--- src/common/txirq_regs.svh ---
// constants for the transceiver interrupt logic
// assumes inclusion by the package and the design file only
`ifndef TXIRQ_REGS_SVH
`define TXIRQ_REGS_SVH
`define TXIRQ_NSRC       13
`define TXIRQ_B_PLL      0
`define TXIRQ_B_RAMTX    1
`define TXIRQ_B_ARBRX    2
`define TXIRQ_B_STRM     3
`define TXIRQ_B_ATTN     4
`define TXIRQ_B_DOZE     5
`define TXIRQ_B_RX       6
`define TXIRQ_B_TX       7
`define TXIRQ_B_CCA      8
`define TXIRQ_B_CMP1     9
`define TXIRQ_B_CMP2     10
`define TXIRQ_B_CMP3     11
`define TXIRQ_B_CMP4     12
`define TXIRQ_MASK_RST   13'h0010
`endif

--- src/common/txirq_pkg.sv ---
// types for the transceiver interrupt logic
// assumes the constants header is on the include path
`include "txirq_regs.svh"
package txirq_pkg;
	typedef logic [`TXIRQ_NSRC-1:0] txirq_vec_t;
	typedef struct packed {
		logic pllUnlock;
		logic ramOverrun;
		logic txDone;
		logic arbBusy;
		logic rxDone;
		logic overrun;
		logic underrun;
		logic attention;
		logic powerUpDone;
		logic pktRcvd;
		logic rxWord;
		logic pktSent;
		logic txReady;
		logic ccaDone;
		logic compareOneHit;
		logic compareTwoHit;
		logic streamCompareHit;
		logic compareThreeHit;
		logic compareFourHit;
	} txirq_ev_t;
	typedef struct packed {
		logic statusRead;
		logic lengthRead;
		logic rxDataRead;
		logic txDataWrite;
		logic compareTwoOff;
		logic compareThreeOff;
		logic compareFourOff;
	} txirq_acc_t;
endpackage

--- src/logic/txirq_logic.sv ---
// interrupt flag and request logic of the transceiver
// assumes events and host accesses as one-cycle pulses on clk
`timescale 1ns/10ps
`default_nettype none
`include "txirq_regs.svh"

// Behaviour
// RULE1: enabled masked event sets flag, drives request
// RULE2: status read clears flags, releases request
// RULE3: host services every flag from one read
// RULE4: packet mode RAM overrun sets shared flag
// RULE5: stream mode transmit done sets shared flag
// RULE6: packet mode busy RAM access sets flag
// RULE7: stream mode receive done sets flag
// RULE8: receive stream overrun sets data error
// RULE9: transmit stream underrun sets data error
// RULE10: attention or power-up done sets attention
// RULE11: doze compare two match sets wake
// RULE12: packet received sets receive flag
// RULE13: stream receive flag cleared by length/data read
// RULE14: packet sent sets transmit flag
// RULE15: stream transmit flag cleared by data write
// RULE16: channel assessment done sets flag
// RULE17: compare one match sets flag
// RULE18: compare two/stream match, not in doze
// RULE19: compare off bits clear timer flags
// RULE20: flags set regardless of mask
// RULE21: reset enables attention mask
// RULE22: unlock flag aborts new operations
// RULE23: request is OR of each flag ANDed with its mask
module txirq_logic
	import txirq_pkg::*;
(
	input  wire logic       clk,
	input  wire logic       rst,
	input  wire logic       streamMode,
	input  wire logic       rxStream,
	input  wire logic       txStream,
	input  wire logic       dozing,
	input  wire txirq_ev_t  events,
	input  wire txirq_acc_t access,
	input  wire txirq_vec_t maskWrite,
	input  wire logic       maskLoad,
	input  wire logic       opStart,
	output txirq_vec_t      statusFlags,
	output txirq_vec_t      maskBits,
	output logic            irqOutN,
	output logic            irqOutOe,
	output logic            opAbort,
	output logic            dozeExit
);

	// ****************************************
	// event decode
	// ****************************************
	txirq_vec_t flags_q, flags_d, setVec, clrVec, mask_q;
	logic       rxFirst_q;
	logic       irqN_q, oe_q, abort_q, wake_q;
	wire logic  pktMode   = !streamMode;
	wire logic  cmp2Match = events.compareTwoHit | (streamMode & events.streamCompareHit);
	wire logic  rxWordEv  = streamMode & rxStream & events.rxWord;
	wire logic  rxClrOcc  = rxFirst_q ? access.lengthRead : access.rxDataRead;

	always_comb begin
		setVec = '0;
		setVec[`TXIRQ_B_PLL]   = events.pllUnlock;
		setVec[`TXIRQ_B_RAMTX] = (pktMode & events.ramOverrun)     // see RULE4
			| (streamMode & events.txDone);                        // see RULE5
		setVec[`TXIRQ_B_ARBRX] = (pktMode & events.arbBusy)        // see RULE6
			| (streamMode & events.rxDone);                        // see RULE7
		setVec[`TXIRQ_B_STRM]  = (streamMode & rxStream & events.overrun)  // see RULE8
			| (streamMode & txStream & events.underrun);               // see RULE9
		setVec[`TXIRQ_B_ATTN]  = events.attention | events.powerUpDone; // see RULE10
		setVec[`TXIRQ_B_DOZE]  = dozing & events.compareTwoHit;    // see RULE11
		setVec[`TXIRQ_B_RX]    = (pktMode & events.pktRcvd) | rxWordEv; // see RULE12
		setVec[`TXIRQ_B_TX]    = (pktMode & events.pktSent)        // see RULE14
			| (streamMode & txStream & events.txReady);
		setVec[`TXIRQ_B_CCA]   = events.ccaDone;                   // see RULE16
		setVec[`TXIRQ_B_CMP1]  = events.compareOneHit;             // see RULE17
		setVec[`TXIRQ_B_CMP2]  = cmp2Match & !dozing;              // see RULE18
		setVec[`TXIRQ_B_CMP3]  = events.compareThreeHit;
		setVec[`TXIRQ_B_CMP4]  = events.compareFourHit;
	end

	// ****************************************
	// clear decode
	// ****************************************
	always_comb begin
		clrVec = {`TXIRQ_NSRC{access.statusRead}};                 // see RULE2
		clrVec[`TXIRQ_B_RX]   = access.statusRead
			| (streamMode & rxStream & rxClrOcc);                  // see RULE13
		clrVec[`TXIRQ_B_TX]   = access.statusRead
			| (streamMode & txStream & access.txDataWrite);        // see RULE15
		clrVec[`TXIRQ_B_CMP2] = access.statusRead | access.compareTwoOff;   // see RULE19
		clrVec[`TXIRQ_B_CMP3] = access.statusRead | access.compareThreeOff; // see RULE19
		clrVec[`TXIRQ_B_CMP4] = access.statusRead | access.compareFourOff;  // see RULE19
	end

	// set wins over clear; mask plays no part here
	assign flags_d = setVec | (flags_q & ~clrVec);                 // see RULE20
	wire logic reqNext = |(flags_d & mask_q);                      // see RULE23

	// ****************************************
	// registers
	// ****************************************
	always_ff @(posedge clk or posedge rst) begin
		if (rst) begin
			flags_q <= '0;
		end else begin
			flags_q <= flags_d;                                    // see RULE1
		end
	end

	always_ff @(posedge clk or posedge rst) begin
		if (rst) begin
			mask_q <= `TXIRQ_MASK_RST;                             // see RULE21
		end else if (maskLoad) begin
			mask_q <= maskWrite;
		end
	end

	// first stream word after a length read is data
	always_ff @(posedge clk or posedge rst) begin
		if (rst) begin
			rxFirst_q <= 1'b1;
		end else if (!(streamMode & rxStream)) begin
			rxFirst_q <= 1'b1;
		end else if (access.lengthRead) begin
			rxFirst_q <= 1'b0;
		end
	end

	always_ff @(posedge clk or posedge rst) begin
		if (rst) begin
			irqN_q  <= 1'b1;
			oe_q    <= 1'b0;
			abort_q <= 1'b0;
			wake_q  <= 1'b0;
		end else begin
			irqN_q  <= !reqNext;                                   // see RULE1
			oe_q    <= reqNext;
			abort_q <= opStart & flags_q[`TXIRQ_B_PLL];            // see RULE22
			wake_q  <= dozing & events.compareTwoHit;              // see RULE11
		end
	end

	assign statusFlags = flags_q;
	assign maskBits    = mask_q;
	assign irqOutN     = irqN_q;
	assign irqOutOe    = oe_q;
	assign opAbort     = abort_q;
	assign dozeExit    = wake_q;

	// ****************************************
	// checks
	// ****************************************
	irq_tracks_flags_a: assert property (@(posedge clk) disable iff (rst) // see RULE23
		irqOutN == !(|(flags_q & mask_q)) || $past(maskLoad))
		else $error("request does not follow flags and mask");
	read_clears_a: assert property (@(posedge clk) disable iff (rst) // see RULE2
		access.statusRead && !(|setVec) |=> flags_q == '0 && irqOutN)
		else $error("status read did not clear");
	set_wins_a: assert property (@(posedge clk) disable iff (rst) // see RULE20
		setVec[`TXIRQ_B_CCA] |=> flags_q[`TXIRQ_B_CCA])
		else $error("event lost");
	held_until_read_a: assert property (@(posedge clk) disable iff (rst) // see RULE1
		flags_q[`TXIRQ_B_ATTN] && !access.statusRead |=> flags_q[`TXIRQ_B_ATTN])
		else $error("attention flag dropped early");
	doze_no_cmp2_a: assert property (@(posedge clk) disable iff (rst) // see RULE18
		dozing && !flags_q[`TXIRQ_B_CMP2] && !events.streamCompareHit |=> !flags_q[`TXIRQ_B_CMP2])
		else $error("compare two flag set while dozing");
	cmp_off_clear_a: assert property (@(posedge clk) disable iff (rst) // see RULE19
		access.compareThreeOff && !events.compareThreeHit |=> !flags_q[`TXIRQ_B_CMP3])
		else $error("compare off did not clear");
	unlock_abort_a: assert property (@(posedge clk) disable iff (rst) // see RULE22
		opStart && flags_q[`TXIRQ_B_PLL] |=> opAbort)
		else $error("operation not aborted");
	tx_write_clear_a: assert property (@(posedge clk) disable iff (rst) // see RULE15
		streamMode && txStream && access.txDataWrite && !setVec[`TXIRQ_B_TX]
		|=> !flags_q[`TXIRQ_B_TX])
		else $error("transmit write did not clear");
	oe_matches_a: assert property (@(posedge clk) disable iff (rst) // see RULE1
		irqOutOe == !irqOutN)
		else $error("enable and level disagree");

	// ****************************************
	// source set checks
	// ****************************************
	pll_set_a: assert property (@(posedge clk) disable iff (rst) // see RULE1
		events.pllUnlock |=> flags_q[`TXIRQ_B_PLL])
		else $error("unlock flag not set");
	ram_err_set_a: assert property (@(posedge clk) disable iff (rst) // see RULE4
		!streamMode && events.ramOverrun |=> flags_q[`TXIRQ_B_RAMTX])
		else $error("ram error flag not set");
	tx_done_set_a: assert property (@(posedge clk) disable iff (rst) // see RULE5
		streamMode && events.txDone |=> flags_q[`TXIRQ_B_RAMTX])
		else $error("transmit done flag not set");
	tx_done_pkt_a: assert property (@(posedge clk) disable iff (rst) // see RULE5
		!streamMode && !events.ramOverrun && !flags_q[`TXIRQ_B_RAMTX]
		|=> !flags_q[`TXIRQ_B_RAMTX])
		else $error("shared flag set without packet cause");
	arb_busy_set_a: assert property (@(posedge clk) disable iff (rst) // see RULE6
		!streamMode && events.arbBusy |=> flags_q[`TXIRQ_B_ARBRX])
		else $error("busy flag not set");
	rx_done_set_a: assert property (@(posedge clk) disable iff (rst) // see RULE7
		streamMode && events.rxDone |=> flags_q[`TXIRQ_B_ARBRX])
		else $error("receive done flag not set");
	rx_done_pkt_a: assert property (@(posedge clk) disable iff (rst) // see RULE7
		!streamMode && !events.arbBusy && !flags_q[`TXIRQ_B_ARBRX]
		|=> !flags_q[`TXIRQ_B_ARBRX])
		else $error("shared flag set without packet cause");
	overrun_set_a: assert property (@(posedge clk) disable iff (rst) // see RULE8
		streamMode && rxStream && events.overrun |=> flags_q[`TXIRQ_B_STRM])
		else $error("overrun not flagged");
	no_stream_err_a: assert property (@(posedge clk) disable iff (rst) // see RULE8
		!streamMode && !flags_q[`TXIRQ_B_STRM] |=> !flags_q[`TXIRQ_B_STRM])
		else $error("data error outside stream mode");
	underrun_set_a: assert property (@(posedge clk) disable iff (rst) // see RULE9
		streamMode && txStream && events.underrun |=> flags_q[`TXIRQ_B_STRM])
		else $error("underrun not flagged");
	attn_set_a: assert property (@(posedge clk) disable iff (rst) // see RULE10
		events.attention || events.powerUpDone |=> flags_q[`TXIRQ_B_ATTN])
		else $error("attention flag not set");
	doze_wake_a: assert property (@(posedge clk) disable iff (rst) // see RULE11
		dozing && events.compareTwoHit |=> flags_q[`TXIRQ_B_DOZE] && dozeExit)
		else $error("doze wake missing");
	wake_pulse_a: assert property (@(posedge clk) disable iff (rst) // see RULE11
		!(dozing && events.compareTwoHit) |=> !dozeExit)
		else $error("doze exit without cause");
	no_doze_flag_a: assert property (@(posedge clk) disable iff (rst) // see RULE11
		!dozing && !flags_q[`TXIRQ_B_DOZE] |=> !flags_q[`TXIRQ_B_DOZE])
		else $error("doze flag set while awake");
	pkt_rcvd_set_a: assert property (@(posedge clk) disable iff (rst) // see RULE12
		!streamMode && events.pktRcvd |=> flags_q[`TXIRQ_B_RX])
		else $error("packet received flag not set");
	rx_idle_stream_a: assert property (@(posedge clk) disable iff (rst) // see RULE12
		streamMode && !rxStream && !flags_q[`TXIRQ_B_RX] |=> !flags_q[`TXIRQ_B_RX])
		else $error("receive flag set outside receive");
	rx_stream_set_a: assert property (@(posedge clk) disable iff (rst) // see RULE13
		rxWordEv |=> flags_q[`TXIRQ_B_RX])
		else $error("stream word not flagged");
	rx_length_clear_a: assert property (@(posedge clk) disable iff (rst) // see RULE13
		streamMode && rxStream && rxFirst_q && access.lengthRead && !setVec[`TXIRQ_B_RX]
		|=> !flags_q[`TXIRQ_B_RX])
		else $error("length read did not clear");
	rx_data_clear_a: assert property (@(posedge clk) disable iff (rst) // see RULE13
		streamMode && rxStream && !rxFirst_q && access.rxDataRead && !setVec[`TXIRQ_B_RX]
		|=> !flags_q[`TXIRQ_B_RX])
		else $error("data read did not clear");
	rx_first_reset_a: assert property (@(posedge clk) disable iff (rst) // see RULE13
		!(streamMode && rxStream) |=> rxFirst_q)
		else $error("first word marker not restored");
	pkt_sent_set_a: assert property (@(posedge clk) disable iff (rst) // see RULE14
		!streamMode && events.pktSent |=> flags_q[`TXIRQ_B_TX])
		else $error("packet sent flag not set");
	tx_idle_stream_a: assert property (@(posedge clk) disable iff (rst) // see RULE14
		streamMode && !txStream && !flags_q[`TXIRQ_B_TX] |=> !flags_q[`TXIRQ_B_TX])
		else $error("transmit flag set outside transmit");
	tx_ready_set_a: assert property (@(posedge clk) disable iff (rst) // see RULE15
		streamMode && txStream && events.txReady |=> flags_q[`TXIRQ_B_TX])
		else $error("transmit ready not flagged");
	tx_clear_pkt_a: assert property (@(posedge clk) disable iff (rst) // see RULE15
		!streamMode && flags_q[`TXIRQ_B_TX] && !access.statusRead |=> flags_q[`TXIRQ_B_TX])
		else $error("transmit flag cleared in packet mode");
	cmp1_set_a: assert property (@(posedge clk) disable iff (rst) // see RULE17
		events.compareOneHit |=> flags_q[`TXIRQ_B_CMP1])
		else $error("compare one flag not set");
	cmp1_no_off_a: assert property (@(posedge clk) disable iff (rst) // see RULE19
		flags_q[`TXIRQ_B_CMP1] && !access.statusRead |=> flags_q[`TXIRQ_B_CMP1])
		else $error("compare one flag dropped");
	cmp2_set_a: assert property (@(posedge clk) disable iff (rst) // see RULE18
		!dozing && (events.compareTwoHit || (streamMode && events.streamCompareHit))
		|=> flags_q[`TXIRQ_B_CMP2])
		else $error("compare two flag not set");

	// ****************************************
	// clear checks
	// ****************************************
	cmp2_off_clear_a: assert property (@(posedge clk) disable iff (rst) // see RULE19
		access.compareTwoOff && !setVec[`TXIRQ_B_CMP2] |=> !flags_q[`TXIRQ_B_CMP2])
		else $error("compare two off did not clear");
	cmp4_off_clear_a: assert property (@(posedge clk) disable iff (rst) // see RULE19
		access.compareFourOff && !events.compareFourHit |=> !flags_q[`TXIRQ_B_CMP4])
		else $error("compare four off did not clear");
	pll_holds_a: assert property (@(posedge clk) disable iff (rst) // see RULE22
		flags_q[`TXIRQ_B_PLL] && !access.statusRead |=> flags_q[`TXIRQ_B_PLL])
		else $error("unlock flag dropped early");
	no_abort_a: assert property (@(posedge clk) disable iff (rst) // see RULE22
		!(opStart && flags_q[`TXIRQ_B_PLL]) |=> !opAbort)
		else $error("abort without unlock");
	for (genvar i = 0; i < `TXIRQ_NSRC; i++) begin : gFlagChk
		read_clear_bit_a: assert property (@(posedge clk) disable iff (rst) // see RULE2
			access.statusRead && !setVec[i] |=> !flags_q[i])
			else $error("status read left a flag set");
		flag_sticky_a: assert property (@(posedge clk) disable iff (rst) // see RULE20
			flags_q[i] && !clrVec[i] |=> flags_q[i])
			else $error("flag dropped without a clear");
	end

	// ****************************************
	// request checks
	// ****************************************
	irq_asserted_a: assert property (@(posedge clk) disable iff (rst) // see RULE23
		|(flags_d & mask_q) |=> !irqOutN)
		else $error("request not asserted");
	irq_released_a: assert property (@(posedge clk) disable iff (rst) // see RULE23
		!(|(flags_d & mask_q)) |=> irqOutN)
		else $error("request not released");
	mask_load_a: assert property (@(posedge clk) disable iff (rst) // see RULE23
		maskLoad |=> maskBits == $past(maskWrite))
		else $error("mask not loaded");
	mask_hold_a: assert property (@(posedge clk) disable iff (rst) // see RULE21
		!maskLoad |=> maskBits == $past(maskBits))
		else $error("mask changed without load");

endmodule
`default_nettype wire

--- config.mk ---
export PLATFORM = sky130hd
export DESIGN_NAME = txirq_logic
export DESIGN_NICKNAME = d
export VERILOG_FILES = /design/src/common/txirq_pkg.sv /design/src/logic/txirq_logic.sv
export VERILOG_INCLUDE_DIRS = /design/src /design/src/common
export SDC_FILE = /design/constraint.sdc
export NUM_CORES = 1
export LEC_CHECK = 0
export ABC_AREA = 1
export BUFFER_PORTS_ARGS = -buffer_cell sky130_fd_sc_hd__buf_2
export CAP_MARGIN = 20
export CORE_ASPECT_RATIO = 0.7
export CORE_UTILIZATION = 46
export CTS_BUF_LIST = sky130_fd_sc_hd__clkbuf_16
export DETAILED_ROUTE_END_ITERATION = 7
export PLACE_DENSITY = 0.93
export SYNTH_ARGS = -nofsm -noshare
export SYNTH_HDL_FRONTEND = slang
export SYNTH_SLANG_ARGS = --single-unit
export TNS_END_PERCENT = 1
--- constraint.sdc ---
create_clock -name clk -period 2.25 [get_ports clk]
set_input_delay 0.1125 -clock clk [delete_from_list [all_inputs] [get_ports clk]]
set_output_delay 0.1125 -clock clk [all_outputs]
set_load 0.005 [all_outputs]
==> results.md, run 1 <==
* Outcome: finished clean
* CTS clk-pin slew, worst paths at 0.05 ns
* Cell area after synthesis at around 1400 µm²
* R2R Setup Slk at approximately 1.1 ns
* Placed cells at about 260
* Critical path type: register to register
* Drt pass-1 iters at 4
* Post-synthesis adder-cell area fraction at 0%
* Standard-cell rows at 16
* Mapped Cells at 147
* Slew @ Worst Pin at 0.385 ns
* DR iter-0 viols at 52
* CP max stage cell: dfstp_2
* Sequential element share of the synthesized area at 57.3%
* CTS tree: built
* Die footprint at between 3000 and 4000 µm²
* Max Cap Viol at 0
* RSZ-0062 raised after global routing: no
* CP startpoint kind: register
* Initial core utilization at 48.5%
* Post-Synth XOR/XNOR Area at 0%
* CP arrival at 1.27 ns
* Post-CTS setup buffer count at 0
* Fin crit share at 49.5%
* Crit end category: register
* Synth Area in Simple Gates at roughly a quarter
* Horiz. Die Dim at 67.0 µm
* Syn Area/Cell at 9.25 µm²
* Launching point of the worst reg2reg path: rxFirst_q
* Req. time, crit path at roughly 2.4 ns
* Worst Skew at around 0.0043 ns
* DR vias/cell at 4.66
* Area of the multi-input gates at 493 µm²
* Chip height at ~47 µm
* Mux contribution to synthesized area at 9.94%
* Met1 GRT Util at 28.3%
* Yosys warning count at 0
* Largest net degree at the start of global routing at 32
* Hold EP: opAbort
* Hold Path Class: primary input to register
* Design Area, Final at 1930 µm²
* Drt wl/cell at 11.9 µm
* # IOs at 77
* Relative slew slack at between 70% and 80%
* Total CTS buffers at 5
* Max rail drop VDD at 0.582 mV
* Initial antenna violation count at 0
* Busiest grt layer: met2
* Area post-placement at about 1800 µm²
* N_diodes at 0
* Area Growth Syn to Fin at 41.8%
* Routability cong. at 0.762
* # setup viols final at 0
* Largest family of logic cells by synthesized area: simple AND/OR/NAND/NOR gates
* GR Layer Usage met3 at 7.86%
* Non-Filler Instances at 267
* FF+latch count, synth at 31
* Via count at 1245
* Port Buffers at 76
* Detailed Place HPWL at 2410 µm
* TNS Setup at 0 ns
* CTS max path bufs at 2
* Storage cell area at roughly 800 µm²
* Clk sinks at 31
* Clk_lat worst skew at 0.27 ns
* DRC at 0
* Min-Delay Path Depth at 3
* Final hold violations at 0
* Synth Area in Compound Gates at 1.29%
* Hold path start: opStart
* Fill cell count at 236
* Final net count at around 280
* Number of global-route vias before repair at 1145
* Core ar. at 2800 µm²
* GR Util met2 at 35.2%
* PD cells at 767 nW/µm²
* GRT overflow at 0
* CP cell instances: inv_1 > nand2_1 > nand3_1 > nand2_1 > a21oi_1 > nor2_1 > nand3_1
* Hold slack final at 0.0383 ns
* Post-Syn Nets at 194
* Root Buffer: clkbuf_16
* Post-layout min period at 1.11 ns
* Global Route Usage Sum at 22.4%
* P_leak at 1.10 nW
* Final Max Tran Viols at 0
* RR Endpoint: irqOutOe
* Max Clock Freq at 898 MHz
* First-pass GRT wire length at 4810 µm
* Crit-path max FO at 2
* CP max stage delay at around 0.52 ns
* Synth cell types at 16
* Share of cells above drive strength 1 at between 40 and 50%
* R2r worst-path depth at 7
* Final Routed Wirelength at 3180 µm
* H-tree depth at 2
* DRT antenna net count at 0
sequential cells by signal (all words and copies together) (netlist names):
signal / flops
dozeExit: 1
statusFlags: 13
rxFirst_q: 1
opAbort: 1
irqOutN: 1
irqOutOe: 1
maskBits: 13
cell families after synthesis:
group | count (synthesis)
AND/OR/NAND/NOR | 79
flip-flops | 31
buffers and inverters | 22
multiplexers | 12
AO/OA/AOI/OAI | 3
synthesized netlist by cell type:
library cell | number | area (µm²)
nand2_1 | 48 | 180
dfrtp_1 | 28 | 701
inv_1 | 18 | 67.6
nand3_1 | 13 | 65.1
mux2_2 | 12 | 135
nor2_1 | 10 | 37.5
nand2_2 | 5 | 31.3
dfstp_2 | 3 | 78.8
inv_2 | 2 | 7.51
nand3_2 | 2 | 20.0
a21oi_1 | 1 | 5.00
buf_2 | 1 | 5.00
buf_4 | 1 | 7.51
nand4_1 | 1 | 6.26
o21ai_0 | 1 | 5.00
o21bai_1 | 1 | 7.51
cell type report:
type	instances	area share, %
Inverter	20	3.89
Tap cell	36	2.34
Multi-Input combinational cell	94	25.6
Sequential cell	31	40.4
Clock buffer	5	6.49
Clock inverter	3	0.649
Timing Repair Buffer	78	20.6
power by group:
| part | internal [mW] | switching (mW) | total [mW] |
|---|---|---|---|
| combinational | 0.110 | 0.112 | 0.223 |
| clock | 0.398 | 0.221 | 0.619 |
| sequential | 0.608 | 0.0299 | 0.638 |
| total | 1.12 | 0.363 | 1.48 |
per-layer routing:
layer  vias to the layer above  share of wire [%]
li1                        627                  -
met1                       560                 46
met2                        53                 45
met3                         5                7.7
met4                         0                1.0
met5                         -                  0
worst max path at each step:
stage / from / endpoint / slack [ns] / cells after the start
final: rxFirst_q / irqOutOe / 1.14 / 7
after global routing: rxFirst_q / irqOutN / 0.99 / 8
after CTS: rxFirst_q / irqOutOe / 1.12 / 7
after detailed placement: rxFirst_q / irqOutOe / 1.13 / 7
after global placement: rxFirst_q / irqOutOe / 1.18 / 7
after floorplan: rxFirst_q / irqOutOe / 1.21 / 7
cells in the final DEF (no fill, tap or decap):
master and instances:
nand3_1 13, dfrtp_1 28, dlygate4sd3_1 1, mux2_2 12, o21bai_1 1, o21ai_0 1
clkbuf_16 5, nand3_2 2, inv_1 20, inv_2 2, nor2_1 10, buf_2 76
nand2_1 48, dfstp_2 3, buf_4 1, clkinv_2 1, a21oi_1 1, nand4_1 1
nand2_2 5
critical path, delay by kind of cell, from the launching register on:
family                 cells  cell delay, ns
buffers and inverters      1            0.04
AO/OA/AOI/OAI              1            0.07
flip-flops                 1            0.52
AND/OR/NAND/NOR            5            0.37
stage by stage:
step	util [%]	total power, mW	setup WS [ns]
2_1_floorplan	-	0.756	1.21
3_3_place_gp	63.5	0.862	1.18
3_5_place_dp	63.5	0.869	1.13
4_1_cts	68.8	1.50	1.12
5_1_grt	68.8	1.55	0.993
6_report	68.8	1.48	1.14
timing repair:
| item | CTS | global route |
|---|---|---|
| endpoints found under the hold margin | 28 | 0 |
| hold buffers | 1 | 0 |
| resized for setup | 0 | 0 |
Power figures use the tool's default switching activity.
==> run 2, diff against run 1 <==
- ABC_AREA: 1 -> 0
- CORE_UTILIZATION: 46 -> 42
- PLACE_DENSITY: 0.93 -> 0.88
- clock period: 2.25 -> 1.05 ns (I/O delays scaled with it)
==> run 2 against run 1 <==
The run now ends with hold timing, setup timing left. Final area is 8.3% higher. Utilization up 3.6 points. Sequential power up 110%. Worst setup slack got worse by 1.7 ns. Wire length rose by 15%. Global-route usage rose by 1.9 points. Clock power up 120%. Critical path type unchanged. Largest cell class unchanged. Largest power group unchanged. Highest routed layer unchanged.
==> results.md, run 2 <==
* Via count at 1259 (+1.1%)
* Fin crit share at 150% (+100 points)
* Initial antenna violation count at 0 (unchanged)
* Global Route Usage Sum at 24.4% (+1.9 points)
* Root Buffer: clkbuf_16
* Number of global-route vias before repair at 1235 (+7.9%)
* P_sw at 796 µW (+120%)
* Final net count at 263 (-5.1%)
* Most frequent cell after synthesis: dfrtp_1
* Design Area, Final at 2090 µm² (+8.3%)
* Share of cells above drive strength 1 at 58.5% (+12 points)
* Mapped Cells at 109 (-26%)
* Outcome: complete, but fails checks
* Top Family by Delay on Critical Path: compound AO/OA/AOI/OAI gates
* Failing checks: hold timing, setup timing
* Clock share of power at 41.0% (-0.8 points)
* DR vias/cell at 4.98 (+6.7%)
* Port Buffers at 76 (unchanged)
* Standard-cell rows at 16 (unchanged)
* Max Cap Viol at 0 (unchanged)
* Total CTS buffers at 5 (unchanged)
* Final Max Tran Viols at 0 (unchanged)
* CP cell instances: and2b_1 > o21a_1 > a2111oi_2 > nand4_1 > a211o_1
* DRC at 0 (unchanged)
* Most frequent cells in the layout: buf_2 (75), dfrtp_1 (28), buf_4 (22)
* Sequential element share of the synthesized area at 59.4% (+2.1 points)
* Top-area cell type share of the netlist area at 53.4% (+1.9 points)
* Non-Filler Instances at 253 (-5.2%)
* End-of-flow core utilization at 72.4% (+3.6 points)
* Post-layout min period at 1.57 ns (+0.457 ns)
* PD cells at 1580 nW/µm² (+110%)
* DR iter-0 viols at 66 (+27%)
* Post-Syn Nets at 156 (-20%)
* Placed cells at 242 (-6.2%)
* RSZ-0062 raised after global routing: yes
* Initial core utilization at 45.5% (-3.0 points)
* Crit-path max FO at 2 (unchanged)
* Routability cong. at 0.853 (+12%)
* Horiz. Die Dim at 68.8 µm (+2.7%)
* Yosys warning count at 0 (unchanged)
* Hold slack final at -0.0107 ns (-0.0490 ns)
* Final Routed Wirelength at 3650 µm (+15%)
* CP arrival at 1.73 ns (+0.46 ns)
* Syn Area/Cell at 12.0 µm² (+30%)
* Cell taking the most area after synthesis: dfrtp_1
* Sw Share at 24.2% (-0.37 points)
* Top cells by count, synth: dfrtp_1 (28), mux2_2 (12), nand2_1 (11)
* EDFF count, synth at 0 (unchanged)
* CP max stage delay at 0.39 ns (-0.13 ns)
* Detailed Place HPWL at 2680 µm (+11%)
* H-tree depth at 2 (unchanged)
* FF+latch count, synth at 31 (unchanged)
* CTS Hold Bufs at 3 (+2)
* First-pass GRT wire length at 5780 µm (+20%)
* Clk_lat worst skew at 0.27 ns (about the same)
* # setup viols final at 3 (+3)
* Slew @ Worst Pin at 0.370 ns (-0.0147 ns)
* Area post-placement at 1900 µm² (+6.8%)
* CP startpoint kind: register
* CTS clk-pin slew, worst paths at 0.05 ns (about the same)
* Max Clock Freq at 636 MHz (-29%)
* CTS max path bufs at 2 (unchanged)
* Largest net degree at the start of global routing at 32 (unchanged)
* Ys flop type: dfrtp_1
* GRT overflow at 0 (unchanged)
* Commonest non-fill, non-tap cell in the layout: buf_2
* Final worst-path setup slack at -0.521 ns (-1.66 ns)
* Seq pwr share at 41.3% (-1.8 points)
* Crit end category: register
* Die footprint at 3360 µm² (+5.5%)
* Max rail drop VDD at 1.23 mV (+110%)
* Clk sinks at 31 (unchanged)
* Critical path type: register to register
* Relative slew slack at 75.3% (+0.98 points)
* Cell Int Power at 2.50 mW (+120%)
* Area Growth Syn to Fin at 59.1%
* Cell area after synthesis at 1310 µm² (-3.5%)
* Hold path start: events[0]
* DRT antenna net count at 0 (unchanged)
* Final hold violations at 3 (+3)
* Synth cell types at 35 (+19)
* Core ar. at 2880 µm² (+2.9%)
* Req. time, crit path at 1.21 ns (-1.20 ns)
* CTS tree: built
* Drt pass-1 iters at 4 (unchanged)
* # IOs at 77 (unchanged)
* Pwr Total at 3.30 mW (+120%)
* N_diodes at 0 (unchanged)
* Drt wl/cell at 14.4 µm (+21%)
* Chip height at 48.8 µm (+2.7%)
* Worst Skew at 0.00371 ns (-0.000565 ns)
* Combinational share of power at 17.7% (+2.7 points)
* CP max stage cell: dfrtp_1
* CP bufs+invs at 0 (-1)
* FFs w/ async S/R, synth at 100% (unchanged)
* Crit path launch: statusFlags[5]
* Launching point of the worst reg2reg path: statusFlags[5]
* R2R Setup Slk at -0.52 ns (-1.66 ns)
* P_leak at 1.07 nW (-2.4%)
* Synth top area cells: dfrtp_1 (53%), mux2_2 (10%), dfstp_2 (6.0%)
* Hold Path Class: primary input to register
==> run 2: cell count changes after synthesis, sizes merged, moves of 6 or more <==
| cell | delta |
|---|---|
| nand2 | -42 |
| inv | -15 |
| nand3 | -13 |
| nor2 | -6 |
==> run 2: logic make-up after synthesis <==
kind of cell	after synthesis	share of synthesized area [%]
AND/OR/NAND/NOR	32	12.4
flip-flops	31	59.4
AO/OA/AOI/OAI	27	15.8
multiplexers	12	10.3
buffers and inverters	7	2.10
==> run 2: stage by stage <==
step                      hold WS [ns]  setup WS [ns]  TNS [ns]
after floorplan                  0.145         -0.441    -0.854
after global placement           0.144         -0.455    -0.964
after detailed placement         0.156         -0.516     -1.15
after CTS                      -0.0143         -0.520     -1.18
after global routing          -0.00533         -0.598     -1.37
final                          -0.0107         -0.521     -1.15
==> run 2: cell type report <==
class                           instances  area [µm²]
Fill cell                             209         795
Tap cell                               36        45.0
Timing Repair Buffer                  102         593
Multi-Input combinational cell         71         510
Sequential cell                        31         779
Clock inverter                          3        16.3
Clock buffer                            5         125
Inverter                                5        18.8
==> run 2: metal layers <==
layer  part of all wire (%)  track usage (%)  vias to the layer above  routed length (µm)
met5                      0                0                        -                   0
met4                   0.38             6.12                        0                  14
met3                    8.1             7.94                        2                 297
met2                     49             39.7                       55                1800
met1                     42             31.2                      594                1540
li1                       -                -                      608                   -
==> run 2: worst paths after layout <==
kind / endpoint / depth (start not counted)
hold reg to reg: irqOutN / 1
setup reg to reg: irqOutOe / 5
hold / removal: statusFlags[12] / 2
setup / recovery: irqOutOe / 5
min in group asynchronous: maskBits[6] / 4
max in group asynchronous: rxFirst_q / 4
==> run 2: worst reg2reg max path, cell delays in order, from the launching register on <==
cell and delay (ns):
dfrtp_1 0.39, and2b_1 0.17, o21a_1 0.17, a2111oi_2 0.32, nand4_1 0.16, a211o_1 0.24
==> run 2: timing repair <==
item,CTS,global route
cloned,0,0
pin swaps,1,1
resized for setup,1,2
setup endpoints to repair,4,5
buffers inserted,0,0
hold endpoints to repair,33,1
==> run 2: power by group through the flow <==
| stage | combinational, mW | clock, mW | sequential, mW |
|---|---|---|---|
| floorplan | 0.204 | 0 | 1.39 |
| global placement | 0.551 | 0 | 1.37 |
| detailed placement | 0.562 | 0 | 1.38 |
| CTS | 0.581 | 1.37 | 1.36 |
| global route | 0.638 | 1.43 | 1.37 |
| finish | 0.582 | 1.35 | 1.36 |
==> run 3, diff against run 2 <==
- CAP_MARGIN: 20 -> 30
- CORE_ASPECT_RATIO: 0.7 -> unset
- RECOVER_POWER: unset -> 100
==> run 3 against run 2 <==
The run ends with DRC, hold timing, setup timing left. Via count is 1.5% higher. Cell count shrank 2.4%. Clock skew up 0.0015 ns. Total power down 1.4%. Non-clock buffer count shrank 1. Clock-buffer cell count unchanged. Maximum frequency decreased by 3.2%. Wire length is 0.52% higher. Flip-flop and latch count unchanged. Combinational power is 3% lower. Sequential share of layout area rose by 0.48 points. Critical path type unchanged.
==> results.md, run 3 (same netlist as run 2, synthesis figures left out) <==
* Outcome: complete, but fails checks
* Failing checks: DRC, hold timing, setup timing
* Root Buffer: clkbuf_16
* Relative slew slack at 72.1% (-3.2 points)
* Total CTS buffers at 5 (unchanged)
* Sw Share at 23.9% (-0.25 points)
* Non-Filler Instances at 247 (-2.4%)
* Initial antenna violation count at 0 (unchanged)
* Max Cap Viol at 0 (unchanged)
* Crit end category: register
* Drt wl/cell at 14.8 µm (+3.0%)
* Commonest non-fill, non-tap cell in the layout: buf_2
* CP arrival at 1.78 ns (+0.05 ns)
* Hold Path Class: primary input to register
* # IOs at 77 (unchanged)
* Slew @ Worst Pin at 0.418 ns (+0.0479 ns)
* Initial core utilization at 46.0% (+0.48 points)
* Final hold violations at 3 (unchanged)
* Share of cells above drive strength 1 at 52.8% (-5.7 points)
* Max rail drop VDD at 1.16 mV (-5.9%)
* Combinational share of power at 17.3% (-0.4 points)
* PD cells at 1580 nW/µm² (-0.14%)
* Detailed Place HPWL at 2570 µm (-4.1%)
* Routability cong. at 0.806 (-5.5%)
* DRC at 7 (+7)
* Most frequent cells in the layout: buf_2 (67), dfrtp_1 (28), mux2_2 (12)
* # setup viols final at 4 (+1)
* DR vias/cell at 5.17 (+4.0%)
* CTS tree: built
* Pwr Total at 3.25 mW (-1.4%)
* GRT overflow at 0 (unchanged)
* Crit-path max FO at 2 (unchanged)
* DRT antenna net count at 0 (unchanged)
* First-pass GRT wire length at 5680 µm (-1.7%)
* Clk sinks at 31 (unchanged)
* Final net count at 262 (-0.38%)
* Clk_lat worst skew at 0.27 ns (about the same)
* Cell Int Power at 2.47 mW (-1.1%)
* Die footprint at 3350 µm² (-0.11%)
* Drt pass-1 iters at 6 (+2)
* CTS clk-pin slew, worst paths at 0.05 ns (about the same)
* Standard-cell rows at 19 (+3)
* Post-CTS setup buffer count at 0 (unchanged)
* DR iter-0 viols at 60 (-9.1%)
* Req. time, crit path at 1.21 ns (about the same)
* Clock share of power at 40.7% (-0.3 points)
* CP startpoint kind: register
* Final worst-path setup slack at -0.573 ns (-0.0521 ns)
* Final Routed Wirelength at 3670 µm (+0.52%)
* Via count at 1278 (+1.5%)
* P_sw at 777 µW (-2.4%)
* Final Max Tran Viols at 0 (unchanged)
* N_diodes at 0 (unchanged)
* Worst Skew at 0.00516 ns (+0.00145 ns)
* H-tree depth at 2 (unchanged)
* Horiz. Die Dim at 57.9 µm (-16%)
* Global Route Usage Sum at 23.7% (-0.65 points)
* Chip height at 57.9 µm (+19%)
* CTS max path bufs at 2 (unchanged)
* Placed cells at 234 (-3.3%)
* Seq pwr share at 42.0% (+0.7 points)
* Critical path type: register to register
* Largest net degree at the start of global routing at 32 (unchanged)
* Max Clock Freq at 616 MHz (-3.2%)
* Area Growth Syn to Fin at 57.1%
* Hold slack final at -0.0114 ns (-0.000683 ns)
* Fin crit share at 155% (+5.0 points)
* Core ar. at 2850 µm² (-1.0%)
* Port Buffers at 76 (unchanged)
* Post-layout min period at 1.62 ns (+0.0521 ns)
* End-of-flow core utilization at 72.3% (-0.16 points)
* P_leak at 1.05 nW (-2.6%)
* RSZ-0062 raised after global routing: yes
* Number of global-route vias before repair at 1257 (+1.8%)
run 3: critical path, cell delays in order, from the launching register on:
cell and delay, ns:
dfrtp_1 0.38, and2b_1 0.17, o21a_1 0.17, a2111oi_2 0.33, nand4_1 0.19, a211o_1 0.27
run 3: cell type report:
type                            instances  area, µm²
Clock buffer                            5        125
Tap cell                               31       38.8
Timing Repair Buffer                  101        577
Sequential cell                        31        779
Multi-Input combinational cell         71        510
Inverter                                5       18.8
Clock inverter                          3       12.5
Fill cell                             225        791
run 3: per-stage QoR:
step | area (µm²) | hold slack (ns) | setup slack, ns | setup TNS, ns
floorplan | 1310 | 0.145 | -0.441 | -0.854
global placement | 1890 | 0.0979 | -0.459 | -0.986
detailed placement | 1890 | 0.100 | -0.504 | -1.11
CTS | 2080 | -0.0122 | -0.529 | -1.17
global route | 2060 | 0.00280 | -0.672 | -1.48
finish | 2060 | -0.0114 | -0.573 | -1.18
run 3: repair_timing:
| action | in CTS | in global routing |
|---|---|---|
| hold endpoints to repair | 34 | 0 |
| endpoints found under the setup margin | 4 | 4 |
| pin swaps | 1 | 1 |
| hold buffers | 5 | 0 |
| gates resized for setup | 2 | 1 |
run 3: per-layer routing:
metal  up-vias  GRT usage, %  routed length (µm)
met1       603          26.7                1440
met5         -             0                   0
li1        606             -                   -
met4         0          9.18                  51
met2        63          42.0                1920
met3         6          7.14                 250
run 3: power groups by stage:
stage / clock network [mW] / registers, mW / logic [mW]
CTS: 1.35 / 1.36 / 0.580
detailed placement: 0 / 1.38 / 0.551
global placement: 0 / 1.37 / 0.540
global route: 1.40 / 1.38 / 0.619
finish: 1.32 / 1.37 / 0.563
floorplan: 0 / 1.39 / 0.204
run 3: path summary, 6_finish.rpt:
| path | from | end | slack (ns) | cells past startpoint |
|---|---|---|---|---|
| hold reg to reg | statusFlags[11] | statusFlags[11] | 0.50 | 1 |
| min in group asynchronous | rst | maskBits[9] | 0.43 | 4 |
| setup reg to reg | statusFlags[5] | irqOutOe | -0.57 | 5 |
| max in group asynchronous | rst | rxFirst_q | 0.29 | 4 |
| hold / removal | events[1] | statusFlags[11] | -0.01 | 2 |
| setup / recovery | statusFlags[5] | irqOutOe | -0.57 | 5 |
